<file path="config.mk">
export PLATFORM = sky130hd
export DESIGN_NAME = sacc_top
export DESIGN_NICKNAME = d
export VERILOG_FILES = /design/src/core/sacc_pkg.sv /design/src/core/sacc_edge.sv /design/src/core/sacc_top.sv
export SDC_FILE = /design/constraint.sdc
export NUM_CORES = 1
export LEC_CHECK = 0
export ABC_AREA = 1
export ABC_CLOCK_PERIOD_IN_PS = 1200
export BUFFER_PORTS_ARGS = -buffer_cell sky130_fd_sc_hd__buf_2
export CORE_MARGIN = 2
export CORE_UTILIZATION = 52
export CTS_BUF_LIST = sky130_fd_sc_hd__clkbuf_8
export DETAILED_ROUTE_END_ITERATION = 7
export PLACE_DENSITY = 0.78
export SLEW_MARGIN = 40
export SYNTH_ARGS = -nofsm -noshare
export SYNTH_HDL_FRONTEND = slang
export SYNTH_SLANG_ARGS = --single-unit
</file>
<file path="constraint.sdc">
create_clock -name clk_sys -period 1.2 [get_ports clk_sys]
set_input_delay 0.24 -clock clk_sys [delete_from_list [all_inputs] [get_ports clk_sys]]
set_output_delay 0.24 -clock clk_sys [all_outputs]
set_load 0.03 [all_outputs]
</file>
<file path="src/core/sacc_pkg.sv">
// Shared constants for the converter conversion control block
package sacc_pkg;

  // Result width and bit positions
  localparam int unsigned RES_W = 12;
  localparam logic [3:0] MSB_IDX = 4'hB;
  localparam logic [3:0] LSB_IDX = 4'h0;

  // Trial level loaded at conversion start (half scale)
  localparam logic [RES_W-1:0] HALF_SCALE = 12'h800;

  // Output latch contents before the first conversion
  localparam logic [RES_W-1:0] RESULT_RST = 12'h000;

  // Falling input-clock edges per conversion: one skipped, twelve trials
  localparam logic [3:0] FALLS_PER_CONV = 4'hD;

  // Index of the falling edge that decides the top bit
  localparam logic [3:0] MSB_FALL = 4'h2;

  // Conversion sequencer states
  typedef enum logic [1:0] {
    SACC_IDLE,
    SACC_SETTLE,
    SACC_TRIAL
  } sacc_state_e;

endpackage

</file>
<file path="src/core/sacc_edge.sv">
// Input clock edge finder and inverted clock output
`timescale 1ns/1ps
module sacc_edge (
  input  wire logic clk_sys,
  input  wire logic nrst,
  input  wire logic clock_in,
  output logic      fall,
  output logic      clock_out
);
  import sacc_pkg::*;

  typedef struct packed {
    logic prev;
    logic clk_out;
  } sacc_edge_s;

  sacc_edge_s e_q;
  sacc_edge_s e_d;

  always_comb begin
    e_d = e_q;
    e_d.prev = clock_in;
    e_d.clk_out = ~clock_in;
  end

  always_ff @(posedge clk_sys or negedge nrst) begin
    if (!nrst) begin
      e_q <= '0;
    end else begin
      e_q <= e_d;
    end
  end

  // Approximation steps follow input clock falls, i.e. clock_out rises
  assign fall = e_q.prev & ~clock_in;
  assign clock_out = e_q.clk_out;
endmodule

</file>
<file path="src/core/sacc_top.sv">
// Successive-approximation conversion control with three-state result port
`timescale 1ns/1ps
module sacc_top (
  input  wire logic                         clk_sys,
  input  wire logic                         nrst,
  input  wire logic                         clock_in,
  input  wire logic                         chip_sel_n,
  input  wire logic                         read_n,
  input  wire logic                         comp_greater,
  output logic                              clock_out,
  output logic                              busy_n,
  output logic      [sacc_pkg::RES_W-1:0]   result_bus_o,
  output logic                              result_bus_oe,
  output logic      [sacc_pkg::RES_W-1:0]   dac_trial
);
  import sacc_pkg::*;

  typedef struct packed {
    sacc_state_e             st;
    logic [RES_W-1:0]        approximation_register;
    logic [3:0]              bit_idx;
    logic [RES_W-1:0]        result;
    logic                    busy_n;
    logic                    oe;
    logic                    sel_prev;
  } sacc_s;

  sacc_s s_q;
  sacc_s s_d;

  logic fall;
  logic sel;
  logic start;

  // One-hot mask of the bit under test
  function automatic logic [RES_W-1:0] sacc_bit_mask(input logic [3:0] idx);
    sacc_bit_mask = RES_W'(1) << idx;
  endfunction

  sacc_edge u_edge (
    .clk_sys   (clk_sys),
    .nrst      (nrst),
    .clock_in  (clock_in),
    .fall      (fall),
    .clock_out (clock_out)
  );

  assign sel = ~chip_sel_n & ~read_n;
  // Start on the select edge only; a strobe held through the end does not rerun
  assign start = sel & ~s_q.sel_prev & (s_q.st == SACC_IDLE);

  always_comb begin
    s_d = s_q;
    s_d.sel_prev = sel;
    s_d.oe = sel;
    unique case (s_q.st)
      SACC_IDLE: begin
        if (start) begin
          s_d.approximation_register = HALF_SCALE;
          s_d.bit_idx = MSB_IDX;
          s_d.busy_n = 1'b0;
          s_d.st = SACC_SETTLE;
        end
      end
      SACC_SETTLE: begin
        // First fall is settling time for the external sample-and-hold
        if (fall) begin
          s_d.st = SACC_TRIAL;
        end
      end
      SACC_TRIAL: begin
        if (fall) begin
          // Keep the tested bit only when the input is above the trial level
          if (!comp_greater) begin
            s_d.approximation_register = s_q.approximation_register
              & ~sacc_bit_mask(s_q.bit_idx);
          end
          if (s_q.bit_idx == LSB_IDX) begin
            s_d.result = s_d.approximation_register;
            s_d.busy_n = 1'b1;
            s_d.st = SACC_IDLE;
          end else begin
            s_d.approximation_register = s_d.approximation_register
              | sacc_bit_mask(s_q.bit_idx - 4'h1);
            s_d.bit_idx = s_q.bit_idx - 4'h1;
          end
        end
      end
      default: begin
        s_d.st = SACC_IDLE;
      end
    endcase
  end

  always_ff @(posedge clk_sys or negedge nrst) begin
    if (!nrst) begin
      s_q.st <= SACC_IDLE;
      s_q.approximation_register <= HALF_SCALE;
      s_q.bit_idx <= MSB_IDX;
      s_q.result <= RESULT_RST;
      s_q.busy_n <= 1'b1;
      s_q.oe <= 1'b0;
      s_q.sel_prev <= 1'b0;
    end else begin
      s_q <= s_d;
    end
  end

  assign busy_n = s_q.busy_n;
  assign result_bus_o = s_q.result;
  assign result_bus_oe = s_q.oe;
  assign dac_trial = s_q.approximation_register;

  // Helper: falling edges seen while busy_n is low since the last start
  logic [3:0] falls_q;

  always_ff @(posedge clk_sys or negedge nrst) begin
    if (!nrst) begin
      falls_q <= 4'h0;
    end else if (start) begin
      falls_q <= 4'h0;
    end else if (fall && !s_q.busy_n) begin
      falls_q <= falls_q + 4'h1;
    end
  end
endmodule

</file>
# Word-level counts from Yosys, hierarchy flattened
# Index checks and enable logic that the tools add are counted.
# classes
shift	2
muxes	13
reduce_logical	8
bitwise	11
eq_ne	7
add_sub_neg	1
# ops
op	count
$mux W12	3
$pmux W16 S2	1
$mux W31	1
$shl A1 B4 Y12 const A	2
$mux W18	1
$mux W16	1
$mux W13	1
$and A12 B12 Y12	1
$not A12 Y12	1
$or A12 B12 Y12	1
$reduce_and A4 Y1	3
$ne A2 B2 Y1 const B	5
$pmux W2 S3	1
$reduce_and A3 Y1	2
$and A1 B1 Y1	4
$logic_not A4 Y1	1
$mux W2	2
$not A1 Y1	4
$sub A4 B1 Y4 const B	1
$eq A2 B1 Y1 const B	1
$eq A2 B2 Y1 const B	1
$logic_not A2 Y1	1
$pmux W1 S2	1
$reduce_bool A2 Y1	1
$mux W1	1
# totals
regBits	34
word_cells	50
output_inout_bits	27

# Logic depth before layout (Yosys ltp)
# Gate-level depths: netlist of run 1.
# logic_depth
word_depth	10
mapped_depth	8

# Modules after synthesis
# From an unflattened synthesis of run 1, not the netlist that was laid out.
# hier_totals
hier_cells	249
area_unflattened_um2	1921.8
# by_module_without_submodules
module	instances	area_per_inst_um2	cells_each
sacc_top	1	1858.0	244
sacc_edge	1	63.8	5

# Worst setup path before layout of run 1
# No wires, ideal clock.
# synth_timing
path_kind	flip-flop to flip-flop
start	reg s_q[18] (netlist name)
end	reg s_q, in the netlist dac_trial[9]
path_slack_ns	-0.074
stages_incl_launch_ff	7
setup_time_ns	0.117
t_arrival_ns	1.157
path_cell_list	dfstp_2 buf_2 nand2_1 o21ai_1 nand2_1 nand2_1 nand2_1
# synth_between
elab_chain_cells	10
word_cells_on_any_way	13
# synth_lines
item	line_no	rtl
start: declaration	sacc_top.sv:28	sacc_s s_q;
$shl A1 B4 Y12	sacc_top.sv:37	sacc_bit_mask = RES_W'(1) << idx;
$not A12 Y12	sacc_top.sv:76	& ~sacc_bit_mask(s_q.bit_idx);
$and A12 B12 Y12	sacc_top.sv:76	
$mux W12	sacc_top.sv:74	if (!comp_greater) begin
$mux W12	sacc_top.sv:72	if (fall) begin
$mux W12	sacc_top.sv:56	unique case (s_q.st)
$or A12 B12 Y12	sacc_top.sv:84	| sacc_bit_mask(s_q.bit_idx - 4'h1);
$mux W16 (*)	sacc_top.sv:78	if (s_q.bit_idx == LSB_IDX) begin
$mux W31 (*)	sacc_top.sv:72	
$pmux W16 S2 (*)	sacc_top.sv:56	
# Mark *: on every way between the ends. The rest lies on a longest branch, timed or not. The select of a mux whose other input is x is not followed.
# A chain may end at the register's enable or synchronous reset.

# Final worst setup path of run 1
# layout_timing
start	reg s_q[15] (netlist name)
end	reg s_q, in the netlist dac_trial[2]
# The elaborated chain is that of the path after synthesis.

==> flow_summary.json, run 1 <==
{
  "cpPeakStageDelay_ns": 0.64,
  "synth_cell_types": 21,
  "postSynthAreaPerCell_um2": 7.99,
  "synth.area.top_cells": "dfrtp_1 (38%), nand2_1 (19%), buf_4 (9.4%)",
  "min_path_type": "in2reg",
  "dr.first_iter.drc_count": 93,
  "cts_num_sinks": 34,
  "finalClockSkew_ns": 0.00665,
  "end_kind": "flop",
  "gr-total-overflow": 0,
  "path_class": "reg2reg",
  "hold_start": "clock_in",
  "port_buffers": 32,
  "design_area_um2": 2540,
  "area_growth_syn_to_layout_pct": 32.9,
  "rr_worst_depth": 9,
  "switching_share_pct": 47.0,
  "vdd_drop_max_uv": 1050,
  "cp_slowest_cell": "dfstp_2",
  "yosys-top-cells-count": "nand2_1 (98), dfrtp_1 (29), buf_4 (24), inv_1 (18), o21ai_2 (14)",
  "rsz0062_at_grt": "yes",
  "tightest_slew_ns": 0.437,
  "async_flop_share_pct": 100,
  "synth_top_area_share_pct": 38.0,
  "slew_headroom_pct": 70.8,
  "pwr-share-seq_pct": 30.3,
  "route.vias.total": 1672,
  "final_core_util_pct": 70.4,
  "htreeDepth": 2,
  "hold_depth": 1,
  "gp_congestion": 0.898,
  "min_period_ns": 1.35,
  "place_hpwl_um": 2990,
  "clkLatencyLatePin_ns": 0.29,
  "synth_edf_count": 0,
  "setup_violations": 30,
  "startpoint_type": "flop",
  "coreArea_um2": 3610,
  "drt_pass1_iterations": 4,
  "die_w_um": 64.6,
  "die_area_um2": 4180,
  "die_h_um": 64.6,
  "rows": 22,
  "failed_checks": "setup timing",
  "syn_nets": 245,
  "required_ns": 1.43,
  "place_ws_ns": -0.148,
  "numCtsBuffers": 5,
  "remaining_drc_errors": 0,
  "p_comb_share_pct": 56.5,
  "grt_max_degree": 20,
  "power_frac_clock_pct": 13.2,
  "cts_buffer_depth": 2,
  "p_sw_w": 0.00314,
  "cp_max_fo": 5,
  "p_int_w": 0.00354,
  "cts_tree": "yes",
  "antenna_found_initial": 0,
  "power_density_nw_per_um2": 2630,
  "final.setup.worst_slack_ns": -0.146,
  "tns_ns": -2.68,
  "synthFlopType": "dfrtp_1",
  "cts.reportedPaths.clkPinSlew_ns": 0.07,
  "crit_chain": "buf_6 -> inv_4 -> nand2_4 -> nor2_4 -> nand2_2 -> nand2_4 -> nand2_2 -> nand2_1 -> nand2_1",
  "yosys.area.top_type": "dfrtp_1",
  "critPathArrivalTime_ns": 1.58,
  "avgRoutedWirePerCell_um": 14.3,
  "grt_pass1_vias": 1658,
  "viasPerCell": 5.04,
  "ant_nets": 0,
  "status": "finished, violations left",
  "track_usage_pct": 23.0,
  "hold-worst-slack_ns": 0.0910,
  "ys_seq_area_share_pct": 44.9,
  "drv_cap": 0,
  "grt_first_pass_wirelength_um": 7240,
  "drive_gt1_share_pct": 53.9,
  "r2r_setup_slack_ns": -0.15,
  "start_util_pct": 53.0,
  "synth_area_um2": 1910,
  "leakagePower_nw": 1.36,
  "diodes": 0,
  "setup.worst_path.start": "s_q[15]$_DFFE_PN1P_",
  "report.final.slew_viol_count": 0,
  "synth-seq-cells": 34,
  "min_to": "u_edge.e_q[1]$_DFF_PN0_",
  "crit-reg2reg-launch": "s_q[15]$_DFFE_PN1P_",
  "r2r_end": "dac_trial[2]$_DFFE_PN0P_",
  "clock.fmax_mhz": 743,
  "post-synth-top-count-cell": "nand2_1",
  "synthCells": 239,
  "ys_warn_count": 0,
  "finalHoldViolCount": 0,
  "num-nets-final": 289,
  "placed_cell_area_um2": 2170,
  "cts-root-buf": "clkbuf_8",
  "pin_count": 33,
  "drt-total-wl_um": 4750,
  "fin_crit_sh_pct": 112
}
## sequential cells by signal, summed over array words and instances (netlist names)
name / count
dac_trial: 12
result_bus_o: 12
s_q: 7
busy_n: 1
u_edge.clock_out: 1
u_edge.e_q: 1
## worst max path at each step
| stage | to | slack, ns | cells past startpoint |
|---|---|---|---|
| 3_3_place_gp | dac_trial[10]$_DFFE_PN0P_ | -0.07 | 7 |
| 2_1_floorplan | dac_trial[10]$_DFFE_PN0P_ | -0.007 | 7 |
| 4_1_cts | dac_trial[2]$_DFFE_PN0P_ | -0.09 | 9 |
| 6_report | dac_trial[2]$_DFFE_PN0P_ | -0.15 | 9 |
| 5_1_grt | dac_trial[2]$_DFFE_PN0P_ | -0.18 | 9 |
| 3_5_place_dp | dac_trial[10]$_DFFE_PN0P_ | -0.15 | 7 |
## layer usage
metal	part of all wire, %	up-vias	GRT usage, %
met3	4.1	10	5.73
li1	-	806	-
met2	53	45	39.8
met1	41	811	26.2
met5	0	-	0
met4	2.3	0	12.0
## final cells by class
class                      instances  area, µm²
fill                             245       1070
multi-input combinational        154        912
sequential                        34        858
timing repair buffer              67        532
inverter                          21       86.3
clock buffer                       6       82.6
tap                               48       60.1
clock inverter                     2       8.76
## cell usage in the layout (no fill, tap or decap), drive strengths merged
cell	netlist	final
inv	20	21
dfstp	5	5
clkbuf	0	7
nand2	108	108
dlygate4sd3	0	1
buf	30	65
nor2	12	12
o21ai	19	19
nand3	11	11
a21boi	1	1
clkinv	1	2
nand4	3	3
dfrtp	29	29
## through the flow
step           std cells  power, W
2_1_floorplan        239   0.00438
3_3_place_gp         318   0.00500
3_5_place_dp         318   0.00510
4_1_cts              331   0.00633
5_1_grt              332   0.00708
6_report             332   0.00668
## power groups by stage
stage	Combinational, W	Clock, W	Sequential, W
2_1_floorplan	0.00246	0	0.00192
5_1_grt	0.00405	0.000952	0.00208
4_1_cts	0.00347	0.000898	0.00196
3_5_place_dp	0.00314	0	0.00196
6_report	0.00377	0.000882	0.00202
3_3_place_gp	0.00307	0	0.00193
## worst max-delay path: cells and delay by family, from the launching register on
kind | cells | cell delay (ns)
buf+inv | 2 | 0.18
simple gates | 7 | 0.46
flops | 1 | 0.64
## logic make-up after synthesis
kind of cell | synth area share (%)
flip-flops | 44.9
buffers and inverters | 16.0
AO/OA/AOI/OAI | 8.12
AND/OR/NAND/NOR | 31.0
## repair_timing
action / in CTS / in global routing
pin swaps: 4 / 12
endpoints found under the setup margin: 31 / 32
gates resized for setup: 28 / 34
hold endpoints to repair: 12 / 0
gates cloned: 1 / 1
setup buffers: 3 / 1
hold buffers: 1 / 0
(Power assumes the default switching activity.)
==> run 2: changes to the inputs <==
--- a/config.mk
+++ b/config.mk
@@ -5,7 +5,6 @@
 export SDC_FILE = /design/constraint.sdc
 export NUM_CORES = 1
 export LEC_CHECK = 0
-export ABC_AREA = 1
 export ABC_CLOCK_PERIOD_IN_PS = 1200
 export BUFFER_PORTS_ARGS = -buffer_cell sky130_fd_sc_hd__buf_2
 export CORE_MARGIN = 2
@@ -13,6 +12,7 @@
 export CTS_BUF_LIST = sky130_fd_sc_hd__clkbuf_8
 export DETAILED_ROUTE_END_ITERATION = 7
 export PLACE_DENSITY = 0.78
+export RECOVER_POWER = 50
 export SLEW_MARGIN = 40
 export SYNTH_ARGS = -nofsm -noshare
 export SYNTH_HDL_FRONTEND = slang
==> run 2 against run 1 <==
  * The flow still finishes with violations (setup timing)
  * Combinational power shrank 42%
  * Final area grew 6.2%
  * Utilization grew 4.3 points
  * Clock-buffer cell count is the same
  * First-iteration DRC count grew 96%
  * Total power shrank 30%
  * Sequential power shrank 22%
  * Setup slack lost 0.22 ns
==> flow_summary.json, run 2 <==
{
  "path_buf_inv": 1,
  "crit_cells": 4,
  "grt_use_met1_pct": 34.6,
  "crit_chain": "or4_4 -> buf_6 -> o211ai_1 -> o21ai_1",
  "area_growth_syn_to_layout_pct": 39.4,
  "start_util_pct": 53.6,
  "grt_first_pass_wirelength_um": 8630,
  "ant_nets": 0,
  "post-synth-top-count-cell": "o21ai_0",
  "crit_family": "simple AND/OR/NAND/NOR gates",
  "drv_cap": 0,
  "clkLatencyLatePin_ns": 0.29,
  "rows": 22,
  "gp_congestion": 0.954,
  "die_h_um": 65.0,
  "viasPerCell": 6.25,
  "cts_num_sinks": 34,
  "avgRoutedWirePerCell_um": 19.9,
  "dr.first_iter.drc_count": 182,
  "fin_cells": 303,
  "synth_cell_types": 43,
  "postSynthAreaPerCell_um2": 9.48,
  "final_cell_mix": "buf_4 (28), dfrtp_1 (27), buf_2 (24)",
  "route.vias.total": 1894,
  "critPathArrivalTime_ns": 1.72,
  "path_class": "reg2reg",
  "r2r_end": "dac_trial[5]$_DFFE_PN0P_",
  "tns_ns": -8.28,
  "synth_top_area_share_pct": 37.5,
  "clock.fmax_mhz": 640,
  "slew_headroom_pct": 76.7,
  "endpoint": "dac_trial[5]$_DFFE_PN0P_",
  "finalHoldViolCount": 0,
  "numPlacedInstances": 274,
  "grt_max_degree": 23,
  "busiest_layer": "met2",
  "startpoint_type": "flop",
  "cts.reportedPaths.clkPinSlew_ns": 0.07,
  "fin_crit_sh_pct": 130,
  "ys_warn_count": 0,
  "syn_nets": 210,
  "antenna_found_initial": 0,
  "power_density_nw_per_um2": 1720,
  "p_comb_share_pct": 47.5,
  "vdd_drop_max_uv": 1190,
  "finalClockSkew_ns": 0.00509,
  "cts_tree": "yes",
  "switching_share_pct": 39.7,
  "required_ns": 1.36,
  "met2_usage_pct": 45.1,
  "remaining_drc_errors": 0,
  "failed_checks": "setup timing",
  "port_buffers": 32,
  "cpPeakStageDelay_ns": 0.51,
  "yosys.area.top_type": "dfrtp_1",
  "synth.area.top_cells": "dfrtp_1 (38%), o21ai_0 (10%), buf_4 (9.7%)",
  "synthCells": 204,
  "pwr-share-seq_pct": 33.8,
  "pin_count": 33,
  "diodes": 0,
  "die_area_um2": 4220,
  "tightest_slew_ns": 0.350,
  "numCtsBuffers": 5,
  "status": "finished, violations left",
  "synth_edf_count": 0,
  "rsz0062_at_grt": "yes",
  "track_usage_pct": 27.2,
  "use_met3_pct": 6.08,
  "min_period_ns": 1.56,
  "die_w_um": 65.0,
  "cp_max_fo": 4,
  "min_path_type": "in2reg",
  "synthFlopType": "dfrtp_1",
  "cp_slowest_cell": "or4_4",
  "drive_gt1_share_pct": 56.5,
  "final.setup.worst_slack_ns": -0.363,
  "async_flop_share_pct": 100,
  "fillers": 227,
  "htreeDepth": 2,
  "setup_violations": 35,
  "coreArea_um2": 3610,
  "p_sw_w": 0.00185,
  "grt_pass1_vias": 1674,
  "cts_buffer_depth": 2,
  "num-nets-final": 260,
  "regArea_um2": 860,
  "multi_input_area_um2": 990,
  "layout_commonest_cell": "buf_4",
  "end_kind": "flop",
  "drt-total-wl_um": 6020,
  "gr-total-overflow": 0,
  "r2r_setup_slack_ns": -0.36,
  "report.final.slew_viol_count": 0,
  "cts-root-buf": "clkbuf_8",
  "power_frac_clock_pct": 18.8,
  "rr_worst_depth": 4,
  "place_hpwl_um": 3280,
  "crit-reg2reg-launch": "s_q[0]$_DFF_PN0_",
  "setup.worst_path.start": "s_q[0]$_DFF_PN0_",
  "p_int_w": 0.00280,
  "synth_area_um2": 1930,
  "leakagePower_nw": 1.14,
  "drt_pass1_iterations": 4,
  "synth-seq-cells": 34,
  "ys_seq_area_share_pct": 44.3,
  "yosys-top-cells-count": "o21ai_0 (40), dfrtp_1 (29), buf_4 (25), inv_1 (14), nand3_1 (11)"
}
[run 2: changes by cell type in the layout (fill, tap and decap cells not counted), moves of 9 or more]
cell | previous run | this run
nand2_1 | 76 | 3
o211ai_1 | 0 | 9
buf_6 | 3 | 17
nand2_2 | 25 | 0
o21ai_1 | 0 | 20
[run 2: final cells by class]
cell class / instances / area share [%]
flip-flops and latches: 34 / 31.9
repair buffers: 79 / 23.7
inverters: 14 / 2.09
clock inverters: 2 / 0.325
clock buffers: 6 / 3.06
multi-input cells: 120 / 36.7
well taps: 48 / 2.23
[run 2: per-stage QoR]
stage          cell area [µm²]  utilization [%]  hold WS, ns  total power (W)  setup slack, ns
6_report                  2700             74.8        0.102          0.00465           -0.363
5_1_grt                   2700             74.8        0.107          0.00485           -0.403
4_1_cts                   2470             68.6       0.0974          0.00421           -0.281
3_5_place_dp              2170             60.1        0.170          0.00302           -0.312
3_3_place_gp              2170             60.1        0.162          0.00298           -0.290
2_1_floorplan             2000                -      -0.0556          0.00256           -0.231
[run 2: cell families (layout without fill, tap and decap cells)]
logic type,Yosys count,after routing,share of synthesized area [%]
AOI/OAI and AO/OA,74,74,23.9
buffers and inverters,51,101,15.8
and+or+nand+nor,45,46,15.9
DFF,34,34,44.3
[run 2: worst min-delay path by stage]
| stage | start | to | slack, ns | cells after the start |
|---|---|---|---|---|
| after floorplan | nrst | dac_trial[0]$_DFFE_PN0P_ | -0.06 | 0 |
| after global placement | nrst | s_q[31]$_DFFE_PN0P_ | 0.16 | 1 |
| after detailed placement | nrst | s_q[31]$_DFFE_PN0P_ | 0.17 | 1 |
| after CTS | read_n | s_q[0]$_DFF_PN0_ | 0.1 | 2 |
| after global routing | read_n | s_q[0]$_DFF_PN0_ | 0.11 | 2 |
| final | read_n | s_q[0]$_DFF_PN0_ | 0.10 | 2 |
[run 2: routing by layer]
metal | up-vias | routed length [µm] | share of wire (%)
li1 | 825 | - | -
met1 | 941 | 2310 | 38
met2 | 106 | 3010 | 50
met3 | 22 | 466 | 7.7
met4 | 0 | 229 | 3.8
met5 | - | 0 | 0
[run 2: what timing repair did]
item                                    in CTS  in global routing
endpoints found under the hold margin       11                  0
pin swaps                                   11                 18
gates resized for setup                     42                 44
gates cloned                                 1                  1
setup buffers                                9                  9
endpoints found under the setup margin      34                 36
hold buffers                                 1                  0
[run 2: power groups by stage]
| stage | logic (W) | registers [W] | clock network [W] |
|---|---|---|---|
| 2_1_floorplan | 0.00104 | 0.00151 | 0 |
| 3_3_place_gp | 0.00146 | 0.00152 | 0 |
| 3_5_place_dp | 0.00149 | 0.00153 | 0 |
| 4_1_cts | 0.00180 | 0.00154 | 0.000872 |
| 5_1_grt | 0.00231 | 0.00158 | 0.000960 |
| 6_report | 0.00220 | 0.00157 | 0.000872 |
